===== src/include/event_counter_pkg.sv =====
// Constants, register map and state types of the event counting unit
//
// Overview of operation
// - In two-channel mode the lower wrap flag is set when the lower counter wraps from ff to 00.
// - The lower wrap flag clears only when software has read it as one and then writes zero to it.
// - The upper wrap flag is set whenever the upper counter wraps from ff to 00.
// - The upper wrap flag clears only when software has read it as one and then writes zero to it.
// - Software writes can only clear a wrap flag: a one leaves it unchanged, a zero clears it once it was read as one.
// - In single-channel mode the upper and lower counters form one 16-bit counter, else they run apart.
package event_counter_pkg;

   localparam int DATA_W  = 32;
   localparam int ADDR_W  = 32;
   localparam int COUNT_W = 8;

   // Register indices; the byte address is four times the index
   localparam logic [7:0] IDX_CTRL_STATUS = 8'h95;
   localparam logic [7:0] IDX_COUNT_UPPER = 8'h96;
   localparam logic [7:0] IDX_COUNT_LOWER = 8'h97;
   localparam logic [7:0] IDX_IRQ_STATUS  = 8'h98;
   localparam logic [7:0] IDX_IRQ_CLEAR   = 8'h99;
   localparam logic [7:0] IDX_IRQ_ENABLE  = 8'h9a;
   localparam int         IDX_LSB         = 2;

   // Field positions of event_counter_ctrl_status
   localparam int BIT_UPPER_WRAP   = 7;
   localparam int BIT_LOWER_WRAP   = 6;
   localparam int BIT_SPARE        = 5;
   localparam int BIT_CHANNEL_MODE = 4;
   localparam int BIT_UPPER_ENABLE = 3;
   localparam int BIT_LOWER_ENABLE = 2;
   localparam int BIT_UPPER_REL    = 1;
   localparam int BIT_LOWER_REL    = 0;

   // Field positions of the interrupt status, clear and enable registers
   localparam int IRQ_W         = 2;
   localparam int IRQ_BIT_LOWER = 0;
   localparam int IRQ_BIT_UPPER = 1;

   localparam logic [COUNT_W-1:0] COUNT_RESET = 8'h00;
   localparam logic [COUNT_W-1:0] COUNT_MAX   = 8'hff;
   localparam logic [7:0]         CTRL_RESET  = 8'h00;
   localparam logic [IRQ_W-1:0]   IRQ_RESET   = 2'h0;

   // Control bits that software writes directly
   typedef struct packed {
      logic spare;
      logic channelModeSelect;   // 1: two independent channels
      logic upperCountEnable;
      logic lowerCountEnable;
      logic upperResetRelease;
      logic lowerResetRelease;
   } ctrl_t;

   typedef struct packed {
      logic upperWrapFlag;
      logic lowerWrapFlag;
   } flags_t;

   // Whole state of the unit, registered as one word
   typedef struct packed {
      ctrl_t               ctrl;
      flags_t              flags;
      flags_t              armed;        // Flag was read as one
      logic [COUNT_W-1:0]  eventCountUpper;
      logic [COUNT_W-1:0]  eventCountLower;
      logic                prevUpper;
      logic                prevLower;
      logic [IRQ_W-1:0]    irqStatus;
      logic [IRQ_W-1:0]    irqEnable;
      logic                ack;
      logic [DATA_W-1:0]   readData;
      logic                irq;
   } state_t;

endpackage : event_counter_pkg


===== src/hdl/event_counting_unit.sv =====
// Event counting unit: two 8-bit counters with a classic Wishbone slave
`timescale 1ns/1ps

module event_counting_unit (
   input  wire logic                                  sys_clk,
   input  wire logic                                  rst,
   input  wire logic                                  wb_cyc_i,
   input  wire logic                                  wb_stb_i,
   input  wire logic                                  wb_we_i,
   input  wire logic [event_counter_pkg::ADDR_W-1:0]  wb_adr_i,
   input  wire logic [3:0]                            wb_sel_i,
   input  wire logic [event_counter_pkg::DATA_W-1:0]  wb_dat_i,
   output logic      [event_counter_pkg::DATA_W-1:0]  wb_dat_o,
   output logic                                       wb_ack_o,
   input  wire logic                                  eventUpper,
   input  wire logic                                  eventLower,
   output logic                                       irq
);
   import event_counter_pkg::*;

   state_t s_q;
   state_t s_d;

   // Increment with carry out of the top bit
   function automatic logic [COUNT_W:0] bumpCount(
      input logic [COUNT_W-1:0] value
   );
      logic [COUNT_W:0] result;
      result = {1'b0, value} + {{COUNT_W{1'b0}}, 1'b1};
      return result;
   endfunction : bumpCount

   // Flag update: a hardware set outranks a software clear
   function automatic logic flagNext(
      input logic flag,
      input logic setEvent,
      input logic armedBit,
      input logic clearWrite,
      input logic writeBit
   );
      logic result;
      result = flag;
      if (clearWrite && armedBit && !writeBit) begin
         result = 1'b0;
      end
      if (setEvent) begin
         result = 1'b1;
      end
      return result;
   endfunction : flagNext

   // Register select: index match with the unused upper address bits at zero
   function automatic logic indexHit(
      input logic [ADDR_W-1:0] adr,
      input logic [7:0]        idx
   );
      logic result;
      result = (adr[ADDR_W-1:IDX_LSB+8] == '0)
               && (adr[IDX_LSB +: 8] == idx);
      return result;
   endfunction : indexHit

   // Next value of one counter half: held at zero until released
   function automatic logic [COUNT_W-1:0] halfNext(
      input logic [COUNT_W-1:0] count,
      input logic               released,
      input logic               step,
      input logic [COUNT_W:0]   bumped
   );
      logic [COUNT_W-1:0] result;
      result = count;
      if (!released) begin
         result = COUNT_RESET;
      end else if (step) begin
         result = bumped[COUNT_W-1:0];
      end
      return result;
   endfunction : halfNext

   // Control fields from the low byte of a write
   function automatic ctrl_t ctrlFromByte(
      input logic [7:0] data
   );
      ctrl_t result;
      result.spare             = data[BIT_SPARE];
      result.channelModeSelect = data[BIT_CHANNEL_MODE];
      result.upperCountEnable  = data[BIT_UPPER_ENABLE];
      result.lowerCountEnable  = data[BIT_LOWER_ENABLE];
      result.upperResetRelease = data[BIT_UPPER_REL];
      result.lowerResetRelease = data[BIT_LOWER_REL];
      return result;
   endfunction : ctrlFromByte

   // Reset image of the whole state
   localparam state_t STATE_RESET = '{
      ctrl:            CTRL_RESET[5:0],
      flags:           '0,
      armed:           '0,
      eventCountUpper: COUNT_RESET,
      eventCountLower: COUNT_RESET,
      // Edge history starts at the idle pin level: no false count
      prevUpper:       1'b0,
      prevLower:       1'b0,
      irqStatus:       IRQ_RESET,
      irqEnable:       IRQ_RESET,
      ack:             1'b0,
      readData:        '0,
      irq:             1'b0
   };

   logic             request;
   logic             accessDone;
   logic             lowByteWrite;
   logic             busTaken;
   logic             ctrlRead;
   logic             hitCtrl;
   logic             hitUpper;
   logic             hitLower;
   logic             hitIrqStatus;
   logic             hitIrqClear;
   logic             hitIrqEnable;
   logic [7:0]       ctrlStatusView;
   logic [DATA_W-1:0] readMux;
   logic             lowerEdge;
   logic             upperEdge;
   logic [COUNT_W:0] lowerBump;
   logic [COUNT_W:0] upperBump;
   logic             lowerStep;
   logic             upperStep;
   logic             lowerWrap;
   logic             upperWrap;
   logic             setLowerFlag;
   logic             setUpperFlag;
   logic             ctrlWrite;
   logic [IRQ_W-1:0] irqEvents;

   assign request      = wb_cyc_i && wb_stb_i;
   assign busTaken     = request && !s_q.ack;
   assign accessDone   = request && s_q.ack;
   assign lowByteWrite = accessDone && wb_we_i && wb_sel_i[0];
   assign hitCtrl      = indexHit(wb_adr_i, IDX_CTRL_STATUS);
   assign hitUpper     = indexHit(wb_adr_i, IDX_COUNT_UPPER);
   assign hitLower     = indexHit(wb_adr_i, IDX_COUNT_LOWER);
   assign hitIrqStatus = indexHit(wb_adr_i, IDX_IRQ_STATUS);
   assign hitIrqClear  = indexHit(wb_adr_i, IDX_IRQ_CLEAR);
   assign hitIrqEnable = indexHit(wb_adr_i, IDX_IRQ_ENABLE);
   assign ctrlWrite    = lowByteWrite && hitCtrl;
   assign ctrlRead     = accessDone && !wb_we_i && hitCtrl;

   always_comb begin
      ctrlStatusView                   = 8'h00;
      ctrlStatusView[BIT_UPPER_WRAP]   = s_q.flags.upperWrapFlag;
      ctrlStatusView[BIT_LOWER_WRAP]   = s_q.flags.lowerWrapFlag;
      ctrlStatusView[BIT_SPARE]        = s_q.ctrl.spare;
      ctrlStatusView[BIT_CHANNEL_MODE] = s_q.ctrl.channelModeSelect;
      ctrlStatusView[BIT_UPPER_ENABLE] = s_q.ctrl.upperCountEnable;
      ctrlStatusView[BIT_LOWER_ENABLE] = s_q.ctrl.lowerCountEnable;
      ctrlStatusView[BIT_UPPER_REL]    = s_q.ctrl.upperResetRelease;
      ctrlStatusView[BIT_LOWER_REL]    = s_q.ctrl.lowerResetRelease;
   end

   // Unmapped indices and the write-only clear register read as zero
   always_comb begin
      readMux = '0;
      if (hitCtrl) begin
         readMux[7:0] = ctrlStatusView;
      end else if (hitUpper) begin
         readMux[COUNT_W-1:0] = s_q.eventCountUpper;
      end else if (hitLower) begin
         readMux[COUNT_W-1:0] = s_q.eventCountLower;
      end else if (hitIrqStatus) begin
         readMux[IRQ_W-1:0] = s_q.irqStatus;
      end else if (hitIrqEnable) begin
         readMux[IRQ_W-1:0] = s_q.irqEnable;
      end
   end

   // Event inputs are synchronous; count on their rising edge
   assign lowerEdge = eventLower && !s_q.prevLower;
   assign upperEdge = eventUpper && !s_q.prevUpper;
   assign lowerBump = bumpCount(s_q.eventCountLower);
   assign upperBump = bumpCount(s_q.eventCountUpper);

   always_comb begin
      lowerStep = lowerEdge && s_q.ctrl.lowerCountEnable
                  && s_q.ctrl.lowerResetRelease;
      lowerWrap = lowerStep && lowerBump[COUNT_W];
      if (s_q.ctrl.channelModeSelect) begin
         upperStep = upperEdge && s_q.ctrl.upperCountEnable
                     && s_q.ctrl.upperResetRelease;
      end else begin
         // Upper byte advances on the carry out of the lower byte
         upperStep = lowerWrap && s_q.ctrl.upperCountEnable
                     && s_q.ctrl.upperResetRelease;
      end
      upperWrap = upperStep && upperBump[COUNT_W];
   end

   assign setLowerFlag = lowerWrap && s_q.ctrl.channelModeSelect;
   assign setUpperFlag = upperWrap;

   always_comb begin
      irqEvents                = '0;
      irqEvents[IRQ_BIT_LOWER] = setLowerFlag;
      irqEvents[IRQ_BIT_UPPER] = setUpperFlag;
   end

   always_comb begin
      s_d           = s_q;
      s_d.prevLower = eventLower;
      s_d.prevUpper = eventUpper;

      // Bus handshake: answer one cycle after the request, then drop
      s_d.ack = busTaken;
      if (busTaken) begin
         s_d.readData = readMux;
      end

      // Counters
      s_d.eventCountLower = halfNext(s_q.eventCountLower,
         s_q.ctrl.lowerResetRelease, lowerStep, lowerBump);
      s_d.eventCountUpper = halfNext(s_q.eventCountUpper,
         s_q.ctrl.upperResetRelease, upperStep, upperBump);

      // Arm a flag once a completed read of the register returned it as one
      if (ctrlRead) begin
         s_d.armed.upperWrapFlag = s_q.armed.upperWrapFlag
                                   || s_q.readData[BIT_UPPER_WRAP];
         s_d.armed.lowerWrapFlag = s_q.armed.lowerWrapFlag
                                   || s_q.readData[BIT_LOWER_WRAP];
      end

      if (ctrlWrite) begin
         s_d.ctrl  = ctrlFromByte(wb_dat_i[7:0]);
         // Any low-byte write to the control register ends the read-then-write sequence
         s_d.armed = '0;
      end

      // Writing one leaves a flag alone; zero clears only if armed
      s_d.flags.lowerWrapFlag = flagNext(s_q.flags.lowerWrapFlag,
         setLowerFlag, s_q.armed.lowerWrapFlag, ctrlWrite,
         wb_dat_i[BIT_LOWER_WRAP]);
      s_d.flags.upperWrapFlag = flagNext(s_q.flags.upperWrapFlag,
         setUpperFlag, s_q.armed.upperWrapFlag, ctrlWrite,
         wb_dat_i[BIT_UPPER_WRAP]);

      // Interrupt status: write-one-to-clear, new events win; enable is written directly
      if (lowByteWrite && hitIrqClear) begin
         s_d.irqStatus = s_q.irqStatus & ~wb_dat_i[IRQ_W-1:0];
      end else if (lowByteWrite && hitIrqEnable) begin
         s_d.irqEnable = wb_dat_i[IRQ_W-1:0];
      end
      s_d.irqStatus = s_d.irqStatus | irqEvents;
      s_d.irq       = |(s_d.irqStatus & s_d.irqEnable);
   end

   always_ff @(posedge sys_clk or posedge rst) begin
      if (rst) begin
         s_q <= STATE_RESET;
      end else begin
         s_q <= s_d;
      end
   end

   assign wb_dat_o = s_q.readData;
   assign wb_ack_o = s_q.ack;
   assign irq      = s_q.irq;

endmodule : event_counting_unit


===== config.mk =====
export PLATFORM = sky130hd
export DESIGN_NAME = event_counting_unit
export DESIGN_NICKNAME = d
export VERILOG_FILES = /design/src/include/event_counter_pkg.sv /design/src/hdl/event_counting_unit.sv
export SDC_FILE = /design/constraint.sdc
export NUM_CORES = 1
export LEC_CHECK = 0
export BUFFER_PORTS_ARGS = -buffer_cell sky130_fd_sc_hd__buf_2
export CELL_PAD_IN_SITES_DETAIL_PLACEMENT = 0
export CELL_PAD_IN_SITES_GLOBAL_PLACEMENT = 1
export CORE_MARGIN = 2
export CORE_UTILIZATION = 33
export CTS_BUF_LIST = sky130_fd_sc_hd__clkbuf_8
export CTS_CLUSTER_SIZE = 8
export DETAILED_ROUTE_END_ITERATION = 6
export HOLD_SLACK_MARGIN = 0.12
export PLACE_DENSITY = 0.89
export SETUP_SLACK_MARGIN = 0.5
export SYNTH_ARGS = -nofsm -noshare
export SYNTH_HDL_FRONTEND = slang
export SYNTH_SLANG_ARGS = --single-unit

===== constraint.sdc =====
create_clock -name sys_clk -period 1.8 [get_ports sys_clk]
set_input_delay 0.18 -clock sys_clk [delete_from_list [all_inputs] [get_ports sys_clk]]
set_output_delay 0.18 -clock sys_clk [all_outputs]
set_load 0.1 [all_outputs]

==> flow_metrics.tcl, run 1 <==
set metrics [dict create \
    grt_max_degree 19 \
    antenna_cells 0 \
    final_nets 431 \
    synth_seq_cells 42 \
    place.detailed.hpwl_um 4740 \
    outcome "completed" \
    vdd_ir_drop_max_uv 306 \
    critical_path_required_ns 2.03 \
    htree_levels 2 \
    area.growth.synth_to_final_pct 42.6 \
    placedCellCount 427 \
    cpPeakStageDelay_ns 0.55 \
    detail_route.iter0.violations 103 \
    synth_async_sr_flop_share 1.00 \
    gate_count_of_the_mapped_netlist 250 \
    criticalPathCategory "register to register" \
    core_area_um2 7610 \
    achievable-frequency_mhz 556 \
    slowest_cp_cell "or4_4" \
    synth_ff_type "dfrtp_1" \
    cp.arrival_ns 2.03 \
    initial_utilization 0.334 \
    combined_global_route_utilization_of_all_metal_layers 0.147 \
    synth_area_leader_cell "dfrtp_1" \
    routed-via-count 2202 \
    layout.area.seq_um2 1050 \
    layout.filler_cells 699 \
    synth_cell_types 57 \
    area_used_by_multi_input_combinational_logic_um2 1470 \
    cts_tree "done" \
    num_io_pins 109 \
    clkSlewWorstSetupHoldPaths_ns 0.08 \
    total_number_of_clock_tree_sinks 42 \
    via_count_of_the_first_global_routing_pass 2088 \
    drt_wl_total_um 6570 \
    ys_top_cells_by_count "dfrtp_1 (42), buf_4 (32), nand2_1 (20)" \
    drtPass1Iterations 4 \
    cts_made_buffers 5 \
    layout_min_cycle_time_ns 1.80 \
    p_leak_nw 1.79 \
    post-synth-top-count-cell "dfrtp_1" \
    power-per-cell-area_nw_per_um2 612 \
    cap_viol_max_count 0 \
    globalRouteOverflowTotal 0 \
    max-clock-path-buffers 2 \
    worst-path-max-fanout 2 \
    timing.critical_path.from_type "register" \
    place.gp.congestion 0.880 \
    final-hold-violation-count 0 \
    clockRootBuffer "clkbuf_8" \
    route.detailed.wl_per_inst_um 14.4 \
    number_of_enable_type_register_cells_in_the_synthesized_netlist 0 \
    synth.cell_area_um2 2540 \
    finalHoldWorstSlack_ns 0.125 \
    synthDominantCellAreaShare 0.413 \
    rsz0062_at_grt "true" \
    die_w_um 91.8 \
    via_per_inst 4.82 \
    syn-mean-instance-area_um2 10.2 \
    yosysSeqAreaShare 0.413 \
    worstSkewPairLatency_ns 0.29 \
    core.rowCount 32 \
    clock_skew_after_layout_ns 0.00893 \
    synth-warning-count 0 \
    layout-drive-gt1-share 0.482 \
    antenna_left 0 \
    critPathCaptureType "register" \
    maxSlewViolCount 0 \
    die_height_um 91.8 \
    grt_pass1_wl_um 9920 \
    ys_top_cells_by_area "dfrtp_1 (41%), buf_4 (9.4%), mux2_4 (3.5%)" \
    layout.cells.non_filler 457 \
    numPortBuffers 55 \
    finalCritPeriodShare 0.998 \
    finalPower_mw 2.22 \
    setup_viol 0 \
    total_die_area_um2 8430 \
    worst_hold_path_type "primary input to register" \
    initial_antenna_violation_count 0 \
    path_cells "ha_2, nand3b_1, or4_4, a211oi_4, a211o_2, a22o_1" \
    remaining_drc_errors 0 \
]
[final timing paths]
| path | to | slack [ns] | depth (start not counted) | start |
|---|---|---|---|---|
| worst max-delay path | irq | 0.003 | 6 | s_q[48] |
| worst min-delay path | ctrlStatusView[3] | 0.13 | 2 | wb_dat_i[3] |
| worst max register to register | irq | 0.003 | 6 | s_q[48] |
| worst min register to register | wb_dat_o[0] | 0.47 | 2 | wb_dat_o[0] |
| max in group asynchronous | s_q[42] | 0.87 | 4 | rst |
| min in group asynchronous | s_q[55] | 0.43 | 3 | rst |
[layout make-up]
cell class | count | area share
repair buffers | 113 | 0.222
clock inverters | 3 | 0.0190
inverters | 8 | 0.00931
well taps | 102 | 0.0352
clock buffers | 5 | 0.0190
multi-input cells | 184 | 0.405
flip-flops and latches | 42 | 0.291
[worst max-delay path: cells and delay by family (launching register included)]
| kind | cells | cell delay (ns) |
|---|---|---|
| and+or+nand+nor | 2 | 0.66 |
| AOI/OAI and AO/OA | 3 | 0.53 |
| DFF | 1 | 0.36 |
| adders and majority gates | 1 | 0.19 |
[sequential cells by signal, indices dropped and copies added (netlist names)]
register	flops
s_q	24
ctrlStatusView	8
wb_dat_o	8
irq	1
wb_ack_o	1
[power breakdown]
group          total [mW]  internal [mW]  switching (mW)
registers           0.949          0.947         0.00210
clock network       0.890          0.556           0.335
logic               0.381         0.0743           0.307
total                2.22           1.58           0.643
[cell usage in the layout, fill, tap and decap left out, drive strengths merged, types with 3 or more instances in the layout]
cell / instances
a21boi: 4
a22oi: 6
and2: 10
and4: 3
buf: 108
clkbuf: 5
conb: 24
dfrtp: 42
dlygate4sd3: 5
inv: 7
mux2: 13
mux2i: 6
nand2: 20
nand3: 11
nand3b: 3
nand4: 4
nand4b: 4
nor2: 4
nor2b: 4
nor3: 7
nor4: 7
o21ai: 12
or3: 4
xnor2: 6
[kinds of logic (layout without fill, tap and decap cells)]
family	after synthesis	count (layout)	synth area share
xor+xnor	8	8	0.0275
other cells	1	24	0.00147
compound gates	40	40	0.112
buf+inv	47	129	0.120
simple gates	91	91	0.226
mux	19	19	0.0900
fa+ha+maj	2	2	0.00984
flops	42	42	0.413
[metal layers]
metal,global-route usage,part of all wire,vias up
li1,-,-,1054
met1,0.187,0.43,1094
met2,0.246,0.52,48
met3,0.0411,0.044,6
met4,0.0361,0.0084,0
met5,0,0,-
[stage by stage]
stage / TNS (ns) / setup slack, ns / utilization / area [um^2]
detailed placement: -0.271 / -0.0431 / 0.404 / 3070
finish: 0 / 0.00285 / 0.477 / 3630
global placement: -0.0498 / -0.00887 / 0.404 / 3070
global route: -0.177 / -0.0980 / 0.477 / 3630
floorplan: 0 / 0.0663 / - / 2680
CTS: 0 / 0.00148 / 0.453 / 3440
[what timing repair did]
item | 4_1_cts | 5_1_grt
resized for setup | 26 | 27
pin swaps | 16 | 9
hold buffers | 5 | 0
setup buffers | 10 | 7
endpoints found under the hold margin | 20 | 0
setup endpoints to repair | 35 | 57
Power figures use the tool's default switching activity.
==> run 2: changes to the inputs <==
--- a/config.mk
+++ b/config.mk
@@ -14,7 +14,7 @@
 export CTS_CLUSTER_SIZE = 8
 export DETAILED_ROUTE_END_ITERATION = 6
 export HOLD_SLACK_MARGIN = 0.12
-export PLACE_DENSITY = 0.89
+export PLACE_DENSITY_LB_ADDON = 0.25
 export SETUP_SLACK_MARGIN = 0.5
 export SYNTH_ARGS = -nofsm -noshare
 export SYNTH_HDL_FRONTEND = slang
==> flow_metrics.tcl, run 2 (synthesis results as in run 1) <==
set metrics [dict create \
    p_leak_nw 1.81 \
    die_w_um 91.8 \
    outcome "finished with violations" \
    criticalPathCategory "register to register" \
    placement_stage_worst_setup_slack_ns -0.0673 \
    r2r_worst_path_depth 6 \
    initial_antenna_violation_count 0 \
    largest_register_ffs 24 \
    die_height_um 91.8 \
    core.rowCount 32 \
    worst-path-max-fanout 2 \
    power-per-cell-area_nw_per_um2 574 \
    worst_hold_path_type "primary input to register" \
    cap_viol_max_count 0 \
    timing.hold.worst_endpoint "ctrlStatusView[4]" \
    reg2reg_slack_ns -0.04 \
    antenna_left 0 \
    final_nets 430 \
    clkSlewWorstSetupHoldPaths_ns 0.08 \
    failed_checks "negative setup slack" \
    worstSkewPairLatency_ns 0.29 \
    cp.arrival_ns 2.07 \
    detail_route.iter0.violations 80 \
    remaining_drc_errors 0 \
    most-common-layout-cells "buf_2 (52), buf_4 (44), dfrtp_1 (41)" \
    via_count_of_the_first_global_routing_pass 2015 \
    finalHoldWorstSlack_ns 0.127 \
    total_number_of_clock_tree_sinks 42 \
    core_area_um2 7610 \
    cts_tree "done" \
    hold_depth 2 \
    route.detailed.wl_per_inst_um 14.0 \
    routed-via-count 2167 \
    drtPass1Iterations 4 \
    achievable-frequency_mhz 545 \
    grt_pass1_wl_um 9950 \
    layout.cells.non_filler 456 \
    rsz0062_at_grt "true" \
    via_per_inst 4.75 \
    maxSlewViolCount 0 \
    post-route-worst-setup-slack_ns -0.0358 \
    clockRootBuffer "clkbuf_8" \
    globalRouteOverflowTotal 0 \
    area_used_by_multi_input_combinational_logic_um2 1530 \
    layout.filler_cells 740 \
    max-clock-path-buffers 2 \
    placedCellCount 427 \
    layout.area.seq_um2 1050 \
    regToRegEndpoint "irq" \
    combined_global_route_utilization_of_all_metal_layers 0.149 \
    critical_path_required_ns 2.03 \
    timing.critical_path.from_type "register" \
    vdd_ir_drop_max_uv 254 \
    total_die_area_um2 8430 \
    numPortBuffers 55 \
    drt_wl_total_um 6370 \
    area.growth.synth_to_final_pct 42.0 \
    clock_skew_after_layout_ns 0.00334 \
    rr_startpoint "s_q[48]" \
    mostFrequentLayoutCell "buf_2" \
    postLayoutCoreUtil 0.475 \
    maxSlewHeadroom 0.633 \
    tightest_slew_ns 0.550 \
    antenna_cells 0 \
    cts_made_buffers 5 \
    layout_min_cycle_time_ns 1.84 \
    final-hold-violation-count 0 \
    setup_viol 1 \
    place.detailed.hpwl_um 4700 \
    finalCritPeriodShare 1.02 \
    critPathCaptureType "register" \
    layout-drive-gt1-share 0.500 \
    grt_max_degree 43 \
    htree_levels 2 \
    place.gp.congestion 0.743 \
    hp-start "wb_dat_i[4]" \
    initial_utilization 0.334 \
    num_io_pins 109 \
    largest_register "s_q" \
]
==> run 2: repair_timing <==
action	4_1_cts	5_1_grt
hold endpoints to repair	47	0
gates resized for setup	15	42
setup buffers	10	6
setup endpoints to repair	34	38
pin swaps	8	12
hold buffers	5	0
==> run 2: worst max path at each step <==
| stage | from | end | slack (ns) | depth (start not counted) |
|---|---|---|---|---|
| floorplan | wb_ack_o | ctrlStatusView[0] | 0.07 | 6 |
| global placement | wb_adr_i[17] | ctrlStatusView[1] | -0.09 | 7 |
| detailed placement | s_q[49] | irq | -0.07 | 6 |
| CTS | s_q[40] | s_q[53] | -0.02 | 7 |
| global route | s_q[48] | irq | -0.09 | 6 |
| finish | s_q[48] | irq | -0.04 | 6 |
==> run 2: through the flow <==
stage / TNS [ns] / power [mW] / area, um^2
2_1_floorplan: 0 / 1.28 / 2680
3_3_place_gp: -0.533 / 1.32 / 3070
3_5_place_dp: -0.406 / 1.32 / 3070
4_1_cts: -0.0394 / 2.08 / 3370
5_1_grt: -0.242 / 2.15 / 3610
6_report: -0.0358 / 2.07 / 3610
==> run 2: cell type report <==
| class | count | share of cell area |
|---|---|---|
| clock buffer | 5 | 0.0191 |
| clock inverter | 3 | 0.0111 |
| inverter | 8 | 0.00831 |
| multi-input combinational | 184 | 0.423 |
| sequential | 42 | 0.292 |
| tap | 102 | 0.0353 |
| timing repair buffer | 112 | 0.212 |
==> run 2: critical path, stage by stage, from the launching register on <==
cell	delay (ns)
dfrtp_1	0.41
ha_4	0.16
nand3b_1	0.09
or4_4	0.55
a211oi_4	0.29
a211o_2	0.16
a22o_1	0.12
==> run 2: per-layer routing <==
layer,share of wire,global-route usage,up-vias
met4,0.011,0.0336,0
met2,0.49,0.237,54
met5,0,0,-
met3,0.032,0.0296,6
li1,-,-,1055
met1,0.47,0.211,1052
==> run 2: where the power goes <==
part	total, mW	internal, mW	switching, mW
logic	0.380	0.0745	0.305
registers	0.949	0.947	0.00198
clock network	0.745	0.409	0.336
==> run 3: changes to the inputs <==
--- a/config.mk
+++ b/config.mk
@@ -14,6 +14,7 @@
 export CTS_CLUSTER_SIZE = 8
 export DETAILED_ROUTE_END_ITERATION = 6
 export HOLD_SLACK_MARGIN = 0.12
+export MAX_ROUTING_LAYER = met4
 export PLACE_DENSITY_LB_ADDON = 0.25
 export SETUP_SLACK_MARGIN = 0.5
 export SYNTH_ARGS = -nofsm -noshare
==> flow_metrics.tcl, run 3 (synthesis results as in run 1) <==
set metrics [dict create \
    core.rowCount 32 \
    rsz0062_at_grt "true" \
    routed-via-count 2158 \
    grt_pass1_wl_um 9950 \
    largest_register_ffs 24 \
    finalSetupTns_ns -0.0453 \
    regToRegEndpoint "irq" \
    core_area_um2 7610 \
    timing.hold.worst_endpoint "ctrlStatusView[4]" \
    placedCellCount 427 \
    area_used_by_multi_input_combinational_logic_um2 1540 \
    p_leak_nw 1.81 \
    route.detailed.wl_per_inst_um 14.1 \
    cts_tree "done" \
    die_w_um 91.8 \
    cap_viol_max_count 0 \
    drt_wl_total_um 6420 \
    reg2reg_slack_ns -0.05 \
    layout_min_cycle_time_ns 1.85 \
    layout.area.seq_um2 1050 \
    worst_hold_path_type "primary input to register" \
    final-hold-violation-count 0 \
    tightest_slew_ns 0.551 \
    achievable-frequency_mhz 542 \
    clockRootBuffer "clkbuf_8" \
    layout-drive-gt1-share 0.506 \
    drtPass1Iterations 4 \
    setup_viol 1 \
    criticalPathCategory "register to register" \
    place.gp.congestion 0.752 \
    antenna_left 0 \
    power-per-cell-area_nw_per_um2 574 \
    r2r_worst_path_depth 6 \
    num_io_pins 109 \
    rr_startpoint "s_q[48]" \
    place.detailed.hpwl_um 4700 \
    via_per_inst 4.73 \
    vdd_ir_drop_max_uv 255 \
    clock_skew_after_layout_ns 0.00359 \
    fraction_of_power_consumed_by_the_clock_network 0.359 \
    failed_checks "negative setup slack" \
    worst-path-max-fanout 2 \
    layout.filler_cells 743 \
    layout.cells.non_filler 456 \
    path_cells "ha_4, nand3b_1, or4_4, a211oi_4, a211o_2, a22o_1" \
    hp-start "wb_dat_i[4]" \
    most-common-layout-cells "buf_2 (52), buf_4 (46), dfrtp_1 (41)" \
    maxSlewViolCount 0 \
    cpPeakStageDelay_ns 0.55 \
    finalCritPeriodShare 1.03 \
    initial_antenna_violation_count 0 \
    antenna_cells 0 \
    finalPower_mw 2.07 \
    timing.critical_path.from_type "register" \
    p_sw_frac 0.311 \
    power_frac_comb 0.183 \
    max-clock-path-buffers 2 \
    post-route-worst-setup-slack_ns -0.0453 \
    crit_family "simple AND/OR/NAND/NOR gates" \
    detail_route.iter0.violations 67 \
    via_count_of_the_first_global_routing_pass 2016 \
    internal_power_mw 1.43 \
    total_number_of_clock_tree_sinks 42 \
    worstSkewPairLatency_ns 0.29 \
    globalRouteOverflowTotal 0 \
    maxSlewHeadroom 0.632 \
    final_nets 430 \
    remaining_drc_errors 0 \
    netSwitchingPower_mw 0.645 \
    cp.arrival_ns 2.08 \
    clkSlewWorstSetupHoldPaths_ns 0.08 \
    sequential_share_of_power 0.457 \
    outcome "finished with violations" \
    combined_global_route_utilization_of_all_metal_layers 0.154 \
    die_height_um 91.8 \
    numPortBuffers 55 \
    mostFrequentLayoutCell "buf_2" \
    placement_stage_worst_setup_slack_ns -0.0673 \
    htree_levels 2 \
    initial_utilization 0.334 \
    slowest_cp_cell "or4_4" \
    postLayoutCoreUtil 0.475 \
    cts_made_buffers 5 \
    critical_path_required_ns 2.03 \
    hold_depth 2 \
    critPathCaptureType "register" \
    total_die_area_um2 8430 \
    area.growth.synth_to_final_pct 42.1 \
    grt_max_degree 43 \
    largest_register "s_q" \
    critical_path.n_buffers_inverters 0 \
]
## run 3: cell count changes in the layout (fill, tap and decap cells not counted)
cell	delta
o31ai_2	+1
o31ai_1	-1
a22oi_2	+1
buf_4	+2
buf_6	-2
a22oi_1	-1
## run 3: worst max-delay path by stage
stage                       from           endpoint  slack (ns)  cells after the start
finish                   s_q[48]                irq       -0.05                      6
global route             s_q[48]                irq       -0.10                      6
CTS                      s_q[40]            s_q[53]       -0.02                      7
detailed placement       s_q[49]                irq       -0.07                      6
global placement    wb_adr_i[17]  ctrlStatusView[1]       -0.09                      7
floorplan               wb_ack_o  ctrlStatusView[0]        0.07                      6
## run 3: area by class of cell
cell class,count,area share
Multi-Input combinational cell,184,0.425
Clock inverter,3,0.0111
Clock buffer,5,0.0190
Sequential cell,42,0.292
Inverter,8,0.00831
Tap cell,102,0.0353
Timing Repair Buffer,112,0.209
## run 3: power groups by stage
stage / Combinational (mW) / Sequential [mW] / Clock (mW)
2_1_floorplan: 0.306 / 0.977 / 0
3_3_place_gp: 0.355 / 0.968 / 0
3_5_place_dp: 0.356 / 0.968 / 0
4_1_cts: 0.367 / 0.949 / 0.760
5_1_grt: 0.398 / 0.950 / 0.808
6_report: 0.380 / 0.949 / 0.746
## run 3: what timing repair did
| action | in CTS | in global routing |
|---|---|---|
| buffers inserted | 10 | 6 |
| resized for setup | 15 | 42 |
| endpoints found under the hold margin | 47 | 0 |
| gates cloned | 0 | 0 |
| hold buffers | 5 | 0 |
| endpoints found under the setup margin | 34 | 38 |
| pin swaps | 8 | 11 |
## run 3: metal layers
layer  global-route usage  part of all wire  up-vias
li1                     -                 -     1050
met1                0.212              0.47     1055
met2                0.237              0.49       45
met3               0.0296             0.031        8
met4               0.0336             0.010        0
met5                    -                 0        -
## run 3: stage by stage
stage	hold slack [ns]	instance area (um^2)
5_1_grt	0.124	3610
2_1_floorplan	0.211	2680
6_report	0.130	3610
4_1_cts	0.122	3370
3_5_place_dp	0.310	3070
3_3_place_gp	0.307	3070
